--- src/rtc_wdt_pkg.sv ---
// Shared constants for the clock watchdog, trim and interrupt control block.
// Assumes a single 250 MHz system clock and a byte-wide register map.
package rtc_wdt_pkg;
    // ****************************************************************
    // Register addresses on the 15-bit parallel address bus
    // ****************************************************************
    localparam logic [14:0] ADDR_INT_CFG = 15'h7FF6; // Watchdog/interrupt configuration
    localparam logic [14:0] ADDR_WDT_CTRL = 15'h7FF7; // Watchdog control
    localparam logic [14:0] ADDR_TRIM = 15'h7FF8; // Oscillator trim

    // ****************************************************************
    // Field positions
    // ****************************************************************
    localparam int WDT_IRQ_EN_BIT = 7; // watchdog_irq_enable
    localparam int ALARM_IRQ_EN_BIT = 6; // alarm_irq_enable
    localparam int PFAIL_IRQ_EN_BIT = 5; // powerfail_irq_enable
    localparam int ALARM_BACKUP_BIT = 4; // alarm_backup_enable
    localparam int INT_CFG_LSB = 2; // Lowest implemented config bit
    localparam int STROBE_BIT = 7; // watchdog_strobe
    localparam int GATE_BIT = 6; // watchdog_write_gate
    localparam int TIMEOUT_MSB = 5; // watchdog_timeout_value top bit
    localparam int OSC_BIT = 7; // Oscillator stop, 1 halts the time-base
    localparam int CAL_SIGN_BIT = 5; // Calibration sign
    localparam int CAL_MSB = 4; // Calibration amount top bit

    // ****************************************************************
    // Reset values
    // ****************************************************************
    localparam logic [7:0] INT_CFG_RESET = 8'h00; // Factory value
    localparam logic [7:0] TRIM_RESET = 8'h00; // Factory value
    localparam logic [5:0] TIMEOUT_RESET = 6'h00; // Watchdog off
    localparam logic [7:0] INT_CFG_MASK = 8'hFC; // Bits 1:0 reserved, read 0

    // ****************************************************************
    // Timing
    // ****************************************************************
    localparam int CLK_PERIOD_NS = 4; // 250 MHz
    localparam int TICK_PERIOD_NS = 31250000; // 32 Hz time-base, 31.25 ms
    localparam int TICK_CYCLES_DEFAULT = TICK_PERIOD_NS / CLK_PERIOD_NS;
    localparam logic [23:0] CAL_STEP_CYCLES = 24'h000040; // Cycles per trim unit
endpackage

--- src/wdt_if.sv ---
// Carrier between the register front end and the watchdog core.
// Assumes both ends share sys_clk.
`timescale 1ns/1ns
interface wdt_if;
    logic reload; // Strobe pending: reload counter
    logic [5:0] timeout_value; // Programmed timeout in ticks
    logic osc_stop; // Time-base halted
    logic cal_sign; // 1 shortens the tick period
    logic [4:0] cal_amount; // Trim magnitude
    logic expire; // One-cycle timeout pulse
    logic [5:0] count; // Ticks left
    modport ctrl (output reload, output timeout_value, output osc_stop,
                  output cal_sign, output cal_amount, input expire, input count);
    modport core (input reload, input timeout_value, input osc_stop,
                  input cal_sign, input cal_amount, output expire, output count);
endinterface

--- src/rtc_wdt_ctrl.sv ---
// Register front end for trim, watchdog and interrupt configuration.
// Assumes parallel bus inputs already synchronous to sys_clk.
// Operation
// - Calibration sign selects add or subtract trim
// - Strobe write reloads and restarts watchdog
// - Strobe bit clears itself after reload
// - Strobe bit always reads back zero
// - Enabled timeout drives interrupt and sets flag
// - Disabled timeout sets flag only
// - Control registers hold plain binary values
// - Trim and config reset to 00h
`timescale 1ns/1ns
module rtc_wdt_ctrl
    import rtc_wdt_pkg::*;
#(
    parameter int TICK_CYCLES = TICK_CYCLES_DEFAULT // Shorten for simulation
) (
    input wire logic sys_clk, // System clock
    input wire logic rst_b, // Async reset, active low
    input wire logic [14:0] addr, // Byte address
    input wire logic [7:0] dq_in, // Data from host
    output logic [7:0] dq_out, // Data to host
    output logic dq_oe_b, // Low while driving dq
    input wire logic chip_en_b, // Chip enable, active low
    input wire logic write_en_b, // Write enable, active low
    input wire logic out_en_b, // Output enable, active low
    input wire logic flag_clear, // Clears timeout flag
    output logic watchdog_timeout_flag, // Sticky timeout flag
    output logic irq_out // Interrupt, active high
);
    // ****************************************************************
    // Bus decode
    // ****************************************************************
    logic [7:0] int_cfg_reg; // Interrupt configuration
    logic [7:0] trim_reg; // Oscillator trim
    logic [5:0] timeout_reg; // watchdog_timeout_value
    logic gate_reg; // watchdog_write_gate
    logic strobe_reg; // watchdog_strobe pending
    logic wr_seen_reg; // Write cycle already taken
    logic flag_reg; // Timeout flag
    logic irq_reg; // Interrupt output
    logic [7:0] dq_out_reg; // Read data
    logic oe_b_reg; // Data drive, active low
    wdt_if w ();

    wire logic cs = !chip_en_b;
    wire logic wr_act = cs && !write_en_b;
    wire logic wr_take = wr_act && !wr_seen_reg; // One write per bus cycle
    wire logic hit_cfg = (addr == ADDR_INT_CFG);
    wire logic hit_wdt = (addr == ADDR_WDT_CTRL);
    wire logic hit_trim = (addr == ADDR_TRIM);
    wire logic hit_any = hit_cfg || hit_wdt || hit_trim;
    wire logic rd_act = cs && write_en_b && !out_en_b && hit_any;
    wire logic watchdog_irq_enable = int_cfg_reg[WDT_IRQ_EN_BIT];
    // Strobe position always reads zero
    wire logic [7:0] wdt_rd = {1'b0, gate_reg, timeout_reg};
    wire logic [7:0] rd_data = hit_cfg ? int_cfg_reg : (hit_wdt ? wdt_rd : trim_reg);
    wire logic strobe_next = wr_take && hit_wdt && dq_in[STROBE_BIT];
    // Hardware set wins over a simultaneous clear
    wire logic flag_next = w.expire || (flag_reg && !flag_clear);

    // ****************************************************************
    // Configuration registers; values stored as raw binary
    // ****************************************************************
    always_ff @(posedge sys_clk or negedge rst_b) begin
        if (!rst_b) begin
            int_cfg_reg <= INT_CFG_RESET;
            trim_reg <= TRIM_RESET;
        end else begin
            if (wr_take && hit_cfg) begin
                int_cfg_reg <= dq_in & INT_CFG_MASK;
            end
            if (wr_take && hit_trim) begin
                trim_reg <= {dq_in[OSC_BIT], 1'b0, dq_in[CAL_SIGN_BIT:0]};
            end
        end
    end

    // Watchdog control; a set gate bit protects the timeout field
    always_ff @(posedge sys_clk or negedge rst_b) begin
        if (!rst_b) begin
            timeout_reg <= TIMEOUT_RESET;
            gate_reg <= 1'b0;
        end else if (wr_take && hit_wdt) begin
            gate_reg <= dq_in[GATE_BIT];
            if (!dq_in[GATE_BIT]) begin
                timeout_reg <= dq_in[TIMEOUT_MSB:0];
            end
        end
    end

    // Strobe lives one cycle: the core reloads on it, then it drops
    always_ff @(posedge sys_clk or negedge rst_b) begin
        if (!rst_b) begin
            strobe_reg <= 1'b0;
        end else begin
            strobe_reg <= strobe_next;
        end
    end

    // Flag and interrupt
    always_ff @(posedge sys_clk or negedge rst_b) begin
        if (!rst_b) begin
            flag_reg <= 1'b0;
            irq_reg <= 1'b0;
        end else begin
            flag_reg <= flag_next;
            irq_reg <= flag_next && watchdog_irq_enable;
        end
    end

    // Bus cycle tracking and read data
    always_ff @(posedge sys_clk or negedge rst_b) begin
        if (!rst_b) begin
            wr_seen_reg <= 1'b0;
            dq_out_reg <= 8'h00;
            oe_b_reg <= 1'b1;
        end else begin
            wr_seen_reg <= wr_act;
            dq_out_reg <= rd_act ? rd_data : 8'h00;
            oe_b_reg <= !rd_act;
        end
    end

    // ****************************************************************
    // Core hookup
    // ****************************************************************
    assign w.reload = strobe_reg;
    assign w.timeout_value = timeout_reg;
    assign w.osc_stop = trim_reg[OSC_BIT];
    assign w.cal_sign = trim_reg[CAL_SIGN_BIT];
    assign w.cal_amount = trim_reg[CAL_MSB:0];

    wdt_core #(.TICK_CYCLES(TICK_CYCLES)) u_core (
        .sys_clk(sys_clk),
        .rst_b(rst_b),
        .w(w.core)
    );

    assign dq_out = dq_out_reg;
    assign dq_oe_b = oe_b_reg;
    assign watchdog_timeout_flag = flag_reg;
    assign irq_out = irq_reg;

    // Checks on the front end
    a_strobe_reload: assert property (@(posedge sys_clk) disable iff (!rst_b)
        strobe_next |=> strobe_reg ##1 (w.count == $past(timeout_reg)))
        else $error("strobe did not reload counter");
    a_strobe_selfclear: assert property (@(posedge sys_clk) disable iff (!rst_b)
        strobe_reg |=> !strobe_reg)
        else $error("strobe bit did not clear");
    a_strobe_reads_zero: assert property (@(posedge sys_clk) disable iff (!rst_b)
        (rd_act && hit_wdt) |=> (!dq_oe_b && !dq_out[STROBE_BIT]))
        else $error("strobe bit read back as one");
    a_irq_when_enabled: assert property (@(posedge sys_clk) disable iff (!rst_b)
        (w.expire && watchdog_irq_enable) |=> (irq_out && watchdog_timeout_flag))
        else $error("enabled timeout missed interrupt");
    a_flag_only: assert property (@(posedge sys_clk) disable iff (!rst_b)
        (w.expire && !watchdog_irq_enable) |=> (!irq_out && watchdog_timeout_flag))
        else $error("disabled timeout touched interrupt");
    a_flag_sticky: assert property (@(posedge sys_clk) disable iff (!rst_b)
        (flag_reg && !flag_clear) |=> flag_reg)
        else $error("timeout flag lost");
    a_cfg_binary: assert property (@(posedge sys_clk) disable iff (!rst_b)
        (wr_take && hit_cfg) |=> (int_cfg_reg == ($past(dq_in) & INT_CFG_MASK)))
        else $error("config write not stored");

    // ****************************************************************
    // Further checks on storage, gating and the interrupt path
    // ****************************************************************
    // Trim keeps oscillator, sign and amount; bit 6 is not implemented
    a_trim_stored: assert property (@(posedge sys_clk) disable iff (!rst_b)
        (wr_take && hit_trim) |=> (trim_reg[CAL_SIGN_BIT:0] == $past(dq_in[CAL_SIGN_BIT:0])))
        else $error("trim write not stored");
    // A set gate bit must leave the timeout untouched
    a_gate_protects: assert property (@(posedge sys_clk) disable iff (!rst_b)
        (wr_take && hit_wdt && dq_in[GATE_BIT]) |=> (timeout_reg == $past(timeout_reg)))
        else $error("gated write changed timeout");
    // A clear gate bit lets the timeout field through
    a_timeout_written: assert property (@(posedge sys_clk) disable iff (!rst_b)
        (wr_take && hit_wdt && !dq_in[GATE_BIT]) |=> (timeout_reg == $past(dq_in[5:0])))
        else $error("timeout write not stored");
    // No interrupt while the enable is low
    a_irq_needs_enable: assert property (@(posedge sys_clk) disable iff (!rst_b)
        !watchdog_irq_enable |=> !irq_out)
        else $error("interrupt while disabled");
    // The interrupt never stands without the flag
    a_irq_needs_flag: assert property (@(posedge sys_clk) disable iff (!rst_b)
        irq_out |-> watchdog_timeout_flag)
        else $error("interrupt without flag");
    // A held write is taken only once
    a_write_once: assert property (@(posedge sys_clk) disable iff (!rst_b)
        wr_take |=> !wr_take)
        else $error("write taken twice");
    // Bus released one cycle after a read ends
    a_read_drop: assert property (@(posedge sys_clk) disable iff (!rst_b)
        !rd_act |=> (dq_oe_b && (dq_out == 8'h00)))
        else $error("bus still driven after read");
    // Strobe only follows a host write with the strobe bit set
    a_strobe_from_write: assert property (@(posedge sys_clk) disable iff (!rst_b)
        strobe_reg |-> $past(wr_take && hit_wdt && dq_in[STROBE_BIT]))
        else $error("strobe without host write");
    // Reserved config bits always hold zero
    a_cfg_low_bits: assert property (@(posedge sys_clk) disable iff (!rst_b)
        ((int_cfg_reg & ~INT_CFG_MASK) == 8'h00))
        else $error("reserved config bits set");
    // Unimplemented trim bit always holds zero
    a_trim_gap_zero: assert property (@(posedge sys_clk) disable iff (!rst_b)
        !trim_reg[CAL_SIGN_BIT + 1])
        else $error("reserved trim bit set");
    // A timeout in the same cycle as a clear still sets the flag
    a_flag_set_wins: assert property (@(posedge sys_clk) disable iff (!rst_b)
        (w.expire && flag_clear) |=> watchdog_timeout_flag)
        else $error("clear beat a timeout");
    // A clear with no timeout drops the flag
    a_flag_clears: assert property (@(posedge sys_clk) disable iff (!rst_b)
        (flag_clear && !w.expire) |=> !watchdog_timeout_flag)
        else $error("flag not cleared");
    // Config read returns the stored byte
    a_read_cfg: assert property (@(posedge sys_clk) disable iff (!rst_b)
        (rd_act && hit_cfg) |=> (dq_out == $past(int_cfg_reg)))
        else $error("config read wrong");
endmodule

--- src/wdt_core.sv ---
// Trimmed 32 Hz time-base and watchdog down-counter.
// Assumes reload is a one-cycle request from the register front end.
`timescale 1ns/1ns
module wdt_core
    import rtc_wdt_pkg::*;
#(
    parameter int TICK_CYCLES = TICK_CYCLES_DEFAULT
) (
    input wire logic sys_clk, // System clock
    input wire logic rst_b, // Async reset, active low
    wdt_if.core w // Control and status
);
    // ****************************************************************
    // Time-base trim
    // ****************************************************************
    logic [23:0] div_reg; // Cycle counter inside a tick
    logic [23:0] div_next; // Next divider value
    logic [5:0] cnt_reg; // Watchdog ticks left
    logic [5:0] cnt_next; // Next count
    logic expire_reg; // Timeout pulse
    logic expire_next; // Next timeout pulse
    wire logic [23:0] tick_base = 24'(TICK_CYCLES); // Untrimmed period
    wire logic [23:0] cal_scaled = {19'h00000, w.cal_amount} * CAL_STEP_CYCLES;
    // Sign picks add or subtract; the default base dwarfs the trim so no wrap, but a 16-cycle base can wrap on subtract
    wire logic [23:0] tick_len = w.cal_sign ? tick_base - cal_scaled
                                            : tick_base + cal_scaled;
    wire logic tick = !w.osc_stop && (div_reg >= tick_len - 24'h000001);
    wire logic wdt_off = (w.timeout_value == 6'h00);

    // Divider holds while the oscillator is stopped
    assign div_next = w.osc_stop ? div_reg : (tick ? 24'h000000 : div_reg + 24'h000001);

    // Counter: strobe reload wins, zero timeout disables
    always_comb begin
        cnt_next = cnt_reg;
        expire_next = 1'b0;
        if (w.reload) begin
            cnt_next = w.timeout_value;
        end else if (wdt_off) begin
            cnt_next = 6'h00;
        end else if (cnt_reg == 6'h00) begin
            cnt_next = w.timeout_value; // Freshly enabled without a strobe
        end else if (tick) begin
            if (cnt_reg == 6'h01) begin
                expire_next = 1'b1; // Timed out, restart the period
                cnt_next = w.timeout_value;
            end else begin
                cnt_next = cnt_reg - 6'h01;
            end
        end
    end

    // ****************************************************************
    // State registers
    // ****************************************************************
    always_ff @(posedge sys_clk or negedge rst_b) begin
        if (!rst_b) begin
            div_reg <= 24'h000000;
            cnt_reg <= 6'h00;
            expire_reg <= 1'b0;
        end else begin
            div_reg <= div_next;
            cnt_reg <= cnt_next;
            expire_reg <= expire_next;
        end
    end

    assign w.expire = expire_reg;
    assign w.count = cnt_reg;

    // Checks on the counter
    a_reload_loads: assert property (@(posedge sys_clk) disable iff (!rst_b)
        w.reload |=> (cnt_reg == $past(w.timeout_value)))
        else $error("reload did not load timeout");
    a_disabled_quiet: assert property (@(posedge sys_clk) disable iff (!rst_b)
        wdt_off |=> !expire_reg)
        else $error("expire while watchdog disabled");
    a_stopped_no_tick: assert property (@(posedge sys_clk) disable iff (!rst_b)
        w.osc_stop |=> (div_reg == $past(div_reg)))
        else $error("divider moved while stopped");
    a_expire_pulse: assert property (@(posedge sys_clk) disable iff (!rst_b)
        expire_reg |-> ##1 !expire_reg ##0 (cnt_reg == $past(w.timeout_value)))
        else $error("expire longer than one cycle");
endmodule

--- config.mk ---
export PLATFORM = sky130hd
export DESIGN_NAME = rtc_wdt_ctrl
export DESIGN_NICKNAME = d
export VERILOG_FILES = /design/src/rtc_wdt_pkg.sv /design/src/wdt_if.sv /design/src/rtc_wdt_ctrl.sv /design/src/wdt_core.sv
export SDC_FILE = /design/constraint.sdc
export NUM_CORES = 1
export LEC_CHECK = 0
export CORE_MARGIN = 2
export CORE_UTILIZATION = 57
export CTS_CLUSTER_DIAMETER = 200
export CTS_CLUSTER_SIZE = 12
export DETAILED_ROUTE_END_ITERATION = 8
export DONT_BUFFER_PORTS = 1
export GPL_TIMING_DRIVEN = 0
export PLACE_DENSITY_LB_ADDON = 0.2
export SYNTH_ARGS = -nofsm -noshare
export SYNTH_HDL_FRONTEND = slang
export SYNTH_SLANG_ARGS = --single-unit
--- constraint.sdc ---
create_clock -name sys_clk -period 2.5 [get_ports sys_clk]
set_clock_uncertainty 0.1 [all_clocks]
set_input_delay 0.5 -clock sys_clk [delete_from_list [all_inputs] [get_ports sys_clk]]
set_output_delay 0.5 -clock sys_clk [all_outputs]
set_load 0.03 [all_outputs]
==> flow_metrics.py, run 1 <==
metrics = {
    "worst_hold_path": {
        "hold_depth": 1,
        "hold_end": "wr_seen_reg",
        "hold_path_class": "in2reg",
        "holdCritStartpoint": "write_en_b",
    },
    "routing": {
        "count_of_vias_placed_by_the_detailed_router": 2627,
        "routedWlPerCell_um": 17.2,
        "route.antenna.remaining_nets": 0,
        "detail_route.vias_per_cell": 5.92,
        "drt-pass1-iter-count": 4,
        "drt_iter0_drc": 154,
        "routed_wl_um": 7620,
        "drc_errors": 0,
    },
    "yosys": {
        "post_synth.cell_area_avg_um2": 10.1,
        "synthesis.yosys.warnings": 0,
        "seq_area_frac_synth_pct": 46.5,
        "yosysUniqueCellTypes": 51,
        "synth_edf_count": 0,
        "synth_area_um2": 3440,
        "postSynth.asyncResetShare_pct": 100,
        "mappedNetlistNets": 384,
        "synth.ff_latch_count": 64,
        "synthFlopType": "dfrtp_1",
        "netlist_instances": 341,
    },
    "cts": {
        "cts.clk_slew.worst_paths_ns": 0.07,
        "clock_latency_ns": 0.35,
        "cts_tree": "built",
        "htree_num_levels": 3,
        "cts.sink_count": 64,
        "max-clock-path-buffers": 2,
        "cts-root-buf": "clkbuf_8",
        "tritoncts.num_buffers": 9,
    },
    "sta": {
        "timing_worst_slew_pin_value_ns": 0.779,
        "period_share_pct": 112,
        "setup_viol": 31,
        "fmax_ghz": 0.358,
        "timing.max_slew.rel_slack_pct": 47.8,
        "hold_viol_final": 0,
        "worst_hold_slack_ns": 0.101,
        "rsz0062_at_grt": "true",
        "finalWorstPathRequiredPeriod_ns": 2.79,
        "final_number_of_max_transition_violations": 0,
        "worst_slack_ns": -0.290,
    },
    "placed_design": {
        "hpwlAfterDp_um": 4980,
        "gp_routability_congestion": 0.828,
        "dpl.cell_count": 416,
        "place.port_buffers": 0,
    },
    "power_and_ir_drop": {
        "largest_vdd_supply_drop_mv": 0.412,
        "leakagePower_nw": 1.82,
        "power-per-cell-area_nw_per_um2": 520,
        "final_power_w": 0.00217,
    },
    "grt": {
        "grt_pass1_vias": 2534,
        "grt_start_max_net_pins": 65,
        "grt_overflow_total": 0,
        "grt_first_pass_wirelength_um": 11900,
        "global_route.usage.total_pct": 23.8,
        "grt_antenna_before_repair": 0,
    },
    "floorplanning": {
        "design.die.area_um2": 6680,
        "core_area_um2": 5890,
        "ios": 40,
        "die_outline_height_um": 81.7,
        "num_rows": 28,
        "die-width_um": 81.7,
        "initial_core_util_pct": 58.5,
    },
    "critical_path": {
        "r2r_slack_ns": -0.29,
        "biggest_fanout_along_the_worst_timing_path": 6,
        "reg2reg_from": "trim_reg[1]",
        "r2r_end": "u_core.w.count[3]",
        "end_kind": "register",
        "critPathRequiredTime_ns": 2.61,
        "critical_path_class": "reg2reg",
        "crit_path_start_kind": "register",
        "worst-r2r-cell-count": 13,
        "data_arrival_at_the_endpoint_of_the_critical_path_ns": 2.90,
    },
    "finish": {
        "fin_cells": 444,
        "fraction_of_layout_instances_using_a_drive_strength_above_1_pct": 30.1,
        "ant_diodes": 0,
        "largest_reg_flops": 24,
        "fin_nets": 407,
        "synthToLayoutAreaGrowth_pct": 21.0,
    },
    "run": {
        "max_cap_violations": 0,
    },
    "outcome": {
        "failed_checks": "negative setup slack",
        "run_status": "finished with violations",
    },
}
[placed cells by master, fill, tap and decap left out, types with 6 or more instances in the layout]
cell and instances:
xor2_1 13, nor3_1 9, ha_1 9, nand3_1 13, mux2_2 15, xnor2_1 8
mux2_4 6, a21oi_1 10, nor2b_1 6, nor2_2 19, o21ai_0 10, dfrtp_1 61
inv_1 8, nand2_1 22, clkbuf_8 10, nor2_1 24
[layout make-up]
cell class                 count  area (µm²)
timing repair buffer          13         159
buffer                         9        75.1
inverter                      10        37.5
tap                           75        93.8
multi-input combinational    257        2010
clock buffer                  12         145
clock inverter                 4        45.0
sequential                    64        1610
fill                         419        1720
[repair_timing]
item | 4_1_cts | 5_1_grt
hold buffers | 2 | 0
resized for setup | 47 | 39
hold endpoints to repair | 64 | 0
cloned | 3 | 0
setup endpoints to repair | 31 | 31
buffers inserted | 6 | 2
pin swaps | 24 | 17
[power breakdown]
part,internal [W],switching (W),leakage (nW)
logic,0.0000725,0.0000889,0.845
registers,0.00108,0.0000595,0.873
clock network,0.000483,0.000386,0.100
[Yosys cell counts (2+ instances only)]
cell       instances  area [µm²]
dfrtp_1           63        1580
nor2_1            43         161
nand2_1           25        93.8
o21ai_0           17        85.1
mux2_2            15         169
a21oi_1           14        70.1
ha_1              14         175
nand3_1           14        70.1
xor2_1            13         114
inv_1             10        37.5
nor3_1            10        50.1
xnor2_1            8        70.1
mux2_4             6        90.1
nor2b_1            6        37.5
nor4_1             6        37.5
a21o_1             5        37.5
and3_1             5        31.3
clkbuf_1           5        18.8
mux2i_1            5        50.1
nand4_1            5        31.3
a31oi_1            4        25.0
and2_1             4        25.0
buf_2              4        20.0
o31ai_1            4        30.0
o211ai_1           3        22.5
or3_1              3        18.8
a2111oi_0          2        17.5
a31o_2             2        17.5
and4_1             2        17.5
nand2b_1           2        12.5
or2_2              2        12.5
[worst max-delay path, cell delays in order, from the launching register on]
cell	delay, ns
dfrtp_2	0.49
ha_4	0.19
a21boi_4	0.15
o21ai_1	0.08
nand2_1	0.11
o21ai_2	0.09
ha_4	0.28
nand2_2	0.07
o211ai_1	0.24
nand3_2	0.17
a31o_2	0.33
buf_6	0.15
o21ai_2	0.13
o31ai_2	0.08
[routing by layer]
| layer | vias up | routed length (µm) | track usage [%] |
|---|---|---|---|
| met3 | 17 | 449 | 5.93 |
| met4 | 0 | 165 | 11.2 |
| li1 | 1267 | - | - |
| met1 | 1259 | 3510 | 33.2 |
| met5 | - | 0 | 0 |
| met2 | 84 | 3500 | 34.9 |
[worst max-delay path by stage]
stage / cells past startpoint / endpoint / start / slack, ns
2_1_floorplan: 13 / u_core.w.count[0] / trim_reg[2] / -0.02
3_3_place_gp: 12 / u_core.div_reg[10] / trim_reg[2] / -0.43
3_5_place_dp: 12 / u_core.div_reg[9] / trim_reg[1] / -0.52
4_1_cts: 13 / u_core.w.count[3] / trim_reg[1] / -0.23
5_1_grt: 15 / u_core.div_reg[2] / trim_reg[2] / -0.41
6_report: 13 / u_core.w.count[3] / trim_reg[1] / -0.29
[through the flow]
step / instance area [µm²] / util [%] / setup slack [ns] / TNS [ns]
final: 4170 / 70.8 / -0.290 / -7.47
after global routing: 4170 / 70.8 / -0.409 / -11.29
after CTS: 3980 / 67.7 / -0.231 / -6.05
after detailed placement: 3540 / 60.1 / -0.520 / -13.09
after global placement: 3540 / 60.1 / -0.432 / -10.73
after floorplan: 3440 / - / -0.0192 / -0.0751
[kinds of logic (layout without fill, tap and decap cells)]
| kind of cell | Yosys count | count (layout) | synth area share (%) |
|---|---|---|---|
| compound gates | 58 | 58 | 10.6 |
| flops | 64 | 64 | 46.5 |
| xor+xnor | 21 | 21 | 5.34 |
| buf+inv | 20 | 48 | 2.54 |
| mux | 26 | 26 | 8.97 |
| fa+ha+maj | 14 | 14 | 5.09 |
| simple gates | 138 | 138 | 21.0 |
No activity file was read; power rests on OpenSTA's default activity.
==> inputs of run 2 (changes only) <==
- PLACE_DENSITY: not set -> 0.83
- PLACE_DENSITY_LB_ADDON: 0.2 -> not set
- SYNTH_HIERARCHICAL: not set -> 1
==> flow_metrics.py, run 2 <==
metrics = {
    "outcome": {
        "run_status": "finished with violations",
        "failed_checks": "negative setup slack",
    },
    "floorplanning": {
        "design.die.area_um2": 7130,
        "die_outline_height_um": 84.4,
        "die-width_um": 84.4,
        "initial_core_util_pct": 58.4,
        "core_area_um2": 6310,
        "num_rows": 29,
        "ios": 40,
    },
    "placed_design": {
        "total_placed_instance_area_um2": 3790,
        "place.port_buffers": 0,
        "gp_routability_congestion": 0.958,
        "dpl.cell_count": 438,
        "hpwlAfterDp_um": 5640,
    },
    "finish": {
        "ant_diodes": 0,
        "postLayoutCoreUtil_pct": 68.8,
        "fin_cells": 475,
        "layout.cells.most_common": "dfrtp_1",
        "final_design_area_no_fill_um2": 4350,
        "largest_reg_flops": 24,
        "final_cell_mix": "dfrtp_1, nand2_1, nor2_1",
        "synthToLayoutAreaGrowth_pct": 17.9,
        "fraction_of_layout_instances_using_a_drive_strength_above_1_pct": 29.9,
        "fin_nets": 436,
        "num-fill-cells": 437,
    },
    "sta": {
        "setup_viol": 31,
        "period_share_pct": 119,
        "fmax_ghz": 0.337,
        "worst_hold_slack_ns": 0.113,
        "hold_viol_final": 0,
        "worst_slack_ns": -0.468,
        "timing.max_slew.rel_slack_pct": 46.9,
        "final_number_of_max_transition_violations": 0,
        "finalWorstPathRequiredPeriod_ns": 2.97,
        "rsz0062_at_grt": "true",
        "timing_worst_slew_pin_value_ns": 0.789,
    },
    "power_and_ir_drop": {
        "switching_power_w": 0.000564,
        "seq_power_share_pct": 53.3,
        "largest_vdd_supply_drop_mv": 0.329,
        "p_clk_share_pct": 37.6,
        "final_power_w": 0.00214,
        "pwr-share-comb_pct": 9.1,
        "swShare_pct": 26.4,
        "leakagePower_nw": 1.83,
        "power-per-cell-area_nw_per_um2": 491,
        "intPower_w": 0.00157,
    },
    "routing": {
        "count_of_vias_placed_by_the_detailed_router": 3033,
        "drt_iter0_drc": 203,
        "drt-pass1-iter-count": 5,
        "routedWlPerCell_um": 19.6,
        "route.antenna.remaining_nets": 0,
        "routed_wl_um": 9290,
        "detail_route.vias_per_cell": 6.39,
        "drc_errors": 0,
    },
    "critical_path": {
        "critical-path-slowest-cell": "or4_4",
        "r2r_slack_ns": -0.47,
        "critical_path_class": "reg2reg",
        "biggest_fanout_along_the_worst_timing_path": 6,
        "cp_cell_sequence": "buf_4 > o21ai_0 > a21oi_1 > xor2_1 > ha_1 > nand4_1 > or4_4 > a21oi_4 > buf_6 > buf_8 > nor2_2",
        "crit_path_start_kind": "register",
        "path_delay_family": "simple AND/OR/NAND/NOR gates",
        "data_arrival_at_the_endpoint_of_the_critical_path_ns": 3.10,
        "slowest_delay_ns": 0.59,
        "cp.buffers_inverters": 3,
        "critPathRequiredTime_ns": 2.63,
        "end_kind": "register",
    },
    "yosys": {
        "muxShareOfSynthArea_pct": 7.26,
        "post_synth.cell_area_avg_um2": 10.2,
        "seq_area_frac_synth_pct": 43.5,
        "post-synth-top-area-fraction_pct": 42.8,
        "synth_area_um2": 3690,
        "synth.ff_latch_count": 64,
        "synthesis.yosys.warnings": 6,
        "netlist_instances": 361,
        "post_synth_xor_xnor_area_pct": 5.94,
        "postSynth.asyncResetShare_pct": 100,
        "synthDominantAreaCellType": "dfrtp_1",
        "synth_edf_count": 0,
        "fraction_of_the_mapped_netlist_area_in_simple_logic_gates_pct": 25.2,
        "synth_compound_gate_area_share_pct": 10.6,
        "mappedNetlistNets": 404,
        "post_synth_most_frequent_cells": "dfrtp_1, nand2_1, nor2_1",
        "post_synth_fa_ha_maj_area_fraction_pct": 4.75,
        "post_synth_main_area_contributors": "dfrtp_1, mux2_2, ha_1",
        "yosys.cell_count.top_type": "dfrtp_1",
        "yosysUniqueCellTypes": 59,
        "combinational_family_with_the_most_area_after_synthesis": "simple AND/OR/NAND/NOR gates",
        "synthFlopType": "dfrtp_1",
    },
    "grt": {
        "grt_antenna_before_repair": 0,
        "grt_first_pass_wirelength_um": 14600,
        "grt_overflow_total": 0,
        "grt_start_max_net_pins": 65,
        "grt_pass1_vias": 3022,
        "global_route.usage.total_pct": 25.8,
    },
    "cts": {
        "cts-root-buf": "clkbuf_8",
        "tritoncts.num_buffers": 9,
        "htree_num_levels": 3,
        "clock_latency_ns": 0.34,
        "cts_tree": "built",
        "cts.clk_slew.worst_paths_ns": 0.07,
        "max-clock-path-buffers": 2,
        "cts.sink_count": 64,
    },
    "worst_hold_path": {
        "hold_path_class": "in2reg",
    },
    "run": {
        "max_cap_violations": 0,
    },
}
==> run 2: cell types whose count changed after synthesis, sizes merged, moves of 3 or more <==
cell | previous run | this run
xnor2 | 8 | 16
or4 | 0 | 4
nor2 | 43 | 47
xor2 | 13 | 9
a21o | 5 | 1
o21a | 0 | 3
nor4 | 8 | 11
a211oi | 1 | 6
o21ai | 17 | 12
and2 | 5 | 2
a211o | 0 | 3
o31ai | 4 | 1
mux2i | 5 | 2
nand4 | 5 | 9
==> run 2: power by group through the flow <==
stage,logic [W],registers (W),clock network [W]
CTS,0.000183,0.00113,0.000810
floorplan,0.000127,0.00114,0
global placement,0.000143,0.00115,0
finish,0.000194,0.00114,0.000804
detailed placement,0.000146,0.00115,0
global route,0.000218,0.00114,0.000854
==> run 2: cell type report <==
type,count,area [µm²],share of cell area (%)
clock inverter,3,17.5,0.403
multi-input combinational,276,2140,49.1
buffer,8,66.3,1.53
timing repair buffer,22,218,5.01
tap,77,96.3,2.22
sequential,64,1610,37.0
clock buffer,13,159,3.66
inverter,12,47.5,1.09
==> run 2: worst paths after layout <==
| kind | startpoint | to | cells past startpoint |
|---|---|---|---|
| worst min-delay path | write_en_b | wr_seen_reg | 1 |
| max in group asynchronous | rst_b | dq_oe_b | 2 |
| worst max register to register | trim_reg[1] | u_core/div_reg[8] | 11 |
| worst max-delay path | trim_reg[1] | u_core/div_reg[8] | 11 |
| worst min register to register | u_core/w.expire | watchdog_timeout_flag | 1 |
| min in group asynchronous | rst_b | u_core/div_reg[17] | 2 |
==> run 2: routing by layer <==
| layer | vias to the layer above | global-route usage, % | wire (µm) |
|---|---|---|---|
| met5 | - | 0 | 0 |
| met4 | 0 | 9.96 | 189 |
| met3 | 25 | 6.00 | 555 |
| met2 | 137 | 41.9 | 4670 |
| met1 | 1495 | 33.8 | 3880 |
| li1 | 1376 | - | - |
==> run 2: logic make-up (layout without fill, tap and decap cells) <==
group | count (synthesis) | in the layout
mux | 24 | 24
compound gates | 58 | 58
buf+inv | 21 | 58
flops | 64 | 64
fa+ha+maj | 14 | 14
xor+xnor | 25 | 25
simple gates | 155 | 155
==> run 2: through the flow <==
step,worst slack [ns],TNS [ns]
2_1_floorplan,-0.102,-2.17
3_3_place_gp,-0.460,-12.61
3_5_place_dp,-0.568,-15.78
4_1_cts,-0.350,-9.52
5_1_grt,-0.509,-14.10
6_report,-0.468,-12.82
==> run 2: repair_timing <==
action / CTS / global route
pin swaps: 11 / 15
buffers inserted: 16 / 4
hold buffers: 2 / 0
gates resized for setup: 30 / 19
cloned: 1 / 0
setup endpoints to repair: 31 / 31
hold endpoints to repair: 64 / 0
==> inputs of run 3 (changes only) <==
- CORE_ASPECT_RATIO: not set -> 1.5
==> flow_metrics.py, run 3 (synthesized netlist as in run 2, its figures left out) <==
metrics = {
    "sta": {
        "fmax_ghz": 0.344,
        "finalWorstPathRequiredPeriod_ns": 2.91,
        "worst_slack_ns": -0.405,
        "setup_viol": 31,
        "period_share_pct": 116,
        "timing_worst_slew_pin_value_ns": 0.801,
        "final_number_of_max_transition_violations": 0,
        "timing.max_slew.rel_slack_pct": 46.1,
        "rsz0062_at_grt": "true",
        "hold_viol_final": 0,
    },
    "critical_path": {
        "path_delay_family": "simple AND/OR/NAND/NOR gates",
        "r2r_slack_ns": -0.41,
        "critPathRequiredTime_ns": 2.64,
        "slowest_delay_ns": 0.61,
        "crit_path_start": "trim_reg[1]",
        "cp.buffers_inverters": 3,
        "critPathCapture": "u_core/div_reg[7]",
        "critical-path-slowest-cell": "or4_4",
        "critical_path_class": "reg2reg",
        "reg2reg_from": "trim_reg[1]",
        "r2r_end": "u_core/div_reg[7]",
        "crit_path_start_kind": "register",
        "cp_cell_sequence": "ha_4 > a21oi_4 > buf_6 > a21oi_2 > xor2_1 > ha_1 > nand4_1 > or4_4 > a21oi_4 > buf_12 > clkbuf_16 > nor2_2",
        "worst-r2r-cell-count": 12,
        "end_kind": "register",
        "timing.critical_path.depth": 12,
        "biggest_fanout_along_the_worst_timing_path": 7,
        "critPathMostFrequentCell": "a21oi_4",
        "data_arrival_at_the_endpoint_of_the_critical_path_ns": 3.04,
    },
    "routing": {
        "drt_iter0_drc": 229,
        "route.antenna.remaining_nets": 0,
        "drt-pass1-iter-count": 4,
        "routedWlPerCell_um": 18.8,
        "count_of_vias_placed_by_the_detailed_router": 2993,
        "drc_errors": 0,
        "routed_wl_um": 8810,
        "detail_route.vias_per_cell": 6.37,
    },
    "cts": {
        "tritoncts.num_buffers": 9,
        "max-clock-path-buffers": 2,
        "cts-root-buf": "clkbuf_8",
        "clock_latency_ns": 0.35,
        "htree_num_levels": 3,
        "cts_tree": "built",
        "cts.sink_count": 64,
        "cts.clk_slew.worst_paths_ns": 0.09,
    },
    "placed_design": {
        "dpl.cell_count": 435,
        "hpwlAfterDp_um": 5810,
        "total_placed_instance_area_um2": 3790,
        "gp_routability_congestion": 0.866,
        "place.port_buffers": 0,
    },
    "finish": {
        "postLayoutCoreUtil_pct": 69.7,
        "largest_reg_flops": 24,
        "synthToLayoutAreaGrowth_pct": 17.5,
        "final_design_area_no_fill_um2": 4330,
        "fin_nets": 434,
        "final_cell_mix": "dfrtp_1, nand2_1, nor2_1",
        "fraction_of_layout_instances_using_a_drive_strength_above_1_pct": 28.3,
        "ant_diodes": 0,
        "layout.cells.most_common": "dfrtp_1",
        "fin_cells": 470,
    },
    "power_and_ir_drop": {
        "leakagePower_nw": 1.82,
        "pwr-share-comb_pct": 8.4,
        "largest_vdd_supply_drop_mv": 0.511,
        "power-per-cell-area_nw_per_um2": 523,
        "p_clk_share_pct": 41.3,
        "switching_power_w": 0.000639,
        "swShare_pct": 28.2,
        "seq_power_share_pct": 50.3,
        "intPower_w": 0.00163,
    },
    "grt": {
        "grt_pass1_vias": 3064,
        "global_route.usage.total_pct": 25.6,
        "grt_overflow_total": 0,
        "grt_antenna_before_repair": 0,
        "grt_start_max_net_pins": 65,
        "grt_first_pass_wirelength_um": 14400,
    },
    "floorplanning": {
        "num_rows": 35,
        "die-width_um": 69.7,
        "design.die.area_um2": 7140,
        "die_outline_height_um": 103,
        "ios": 40,
        "core_area_um2": 6220,
        "initial_core_util_pct": 59.3,
    },
    "run": {
        "max_cap_violations": 0,
    },
    "outcome": {
        "failed_checks": "negative setup slack",
        "run_status": "finished with violations",
    },
    "worst_hold_path": {
        "hold_path_class": "in2reg",
        "hold_depth": 1,
    },
}
## run 3: metrics by stage
stage	hold slack (ns)	setup WS (ns)	power (W)	setup TNS [ns]
6_report	0.101	-0.405	0.00227	-10.88
5_1_grt	0.0876	-0.524	0.00234	-14.12
4_1_cts	0.0882	-0.368	0.00226	-10.11
3_5_place_dp	0.106	-0.470	0.00131	-11.83
3_3_place_gp	0.107	-0.383	0.00129	-10.28
2_1_floorplan	0.104	-0.102	0.00126	-2.17
## run 3: layout make-up
| type | count | area [µm²] |
|---|---|---|
| Clock inverter | 7 | 78.8 |
| Inverter | 12 | 45.0 |
| Multi-Input combinational cell | 276 | 2090 |
| Fill cell | 439 | 1890 |
| Sequential cell | 64 | 1610 |
| Clock buffer | 9 | 124 |
| Tap cell | 74 | 92.6 |
| Timing Repair Buffer | 20 | 234 |
| Buffer | 8 | 66.3 |
## run 3: how the worst min path moves through the flow
stage	to	slack, ns	from
finish	wr_seen_reg	0.10	write_en_b
global route	wr_seen_reg	0.09	write_en_b
CTS	wr_seen_reg	0.09	write_en_b
detailed placement	u_core/div_reg[15]	0.11	rst_b
global placement	u_core/div_reg[15]	0.11	rst_b
floorplan	dq_out[0]	0.10	rst_b
## run 3: metal layers
layer / vias up / routed length [µm] / share of wire, % / GRT usage [%]
li1: 1367 / - / - / -
met1: 1496 / 3460 / 39 / 27.8
met2: 106 / 4760 / 54 / 48.7
met3: 24 / 356 / 4.0 / 5.28
met4: 0 / 240 / 2.7 / 10.5
met5: - / 0 / 0 / 0
## run 3: what timing repair did
| action | CTS | global route |
|---|---|---|
| cloned | 1 | 1 |
| setup buffers | 10 | 6 |
| hold buffers | 2 | 0 |
| pin swaps | 7 | 17 |
| endpoints found under the setup margin | 31 | 31 |
| resized for setup | 14 | 17 |
| endpoints found under the hold margin | 64 | 0 |
## run 3: power groups by stage
stage	combinational (W)	clock, W	sequential (W)
3_5_place_dp	0.000152	0	0.00115
5_1_grt	0.000210	0.000989	0.00114
6_report	0.000189	0.000936	0.00114
4_1_cts	0.000179	0.000945	0.00114
3_3_place_gp	0.000142	0	0.00115
2_1_floorplan	0.000127	0	0.00114
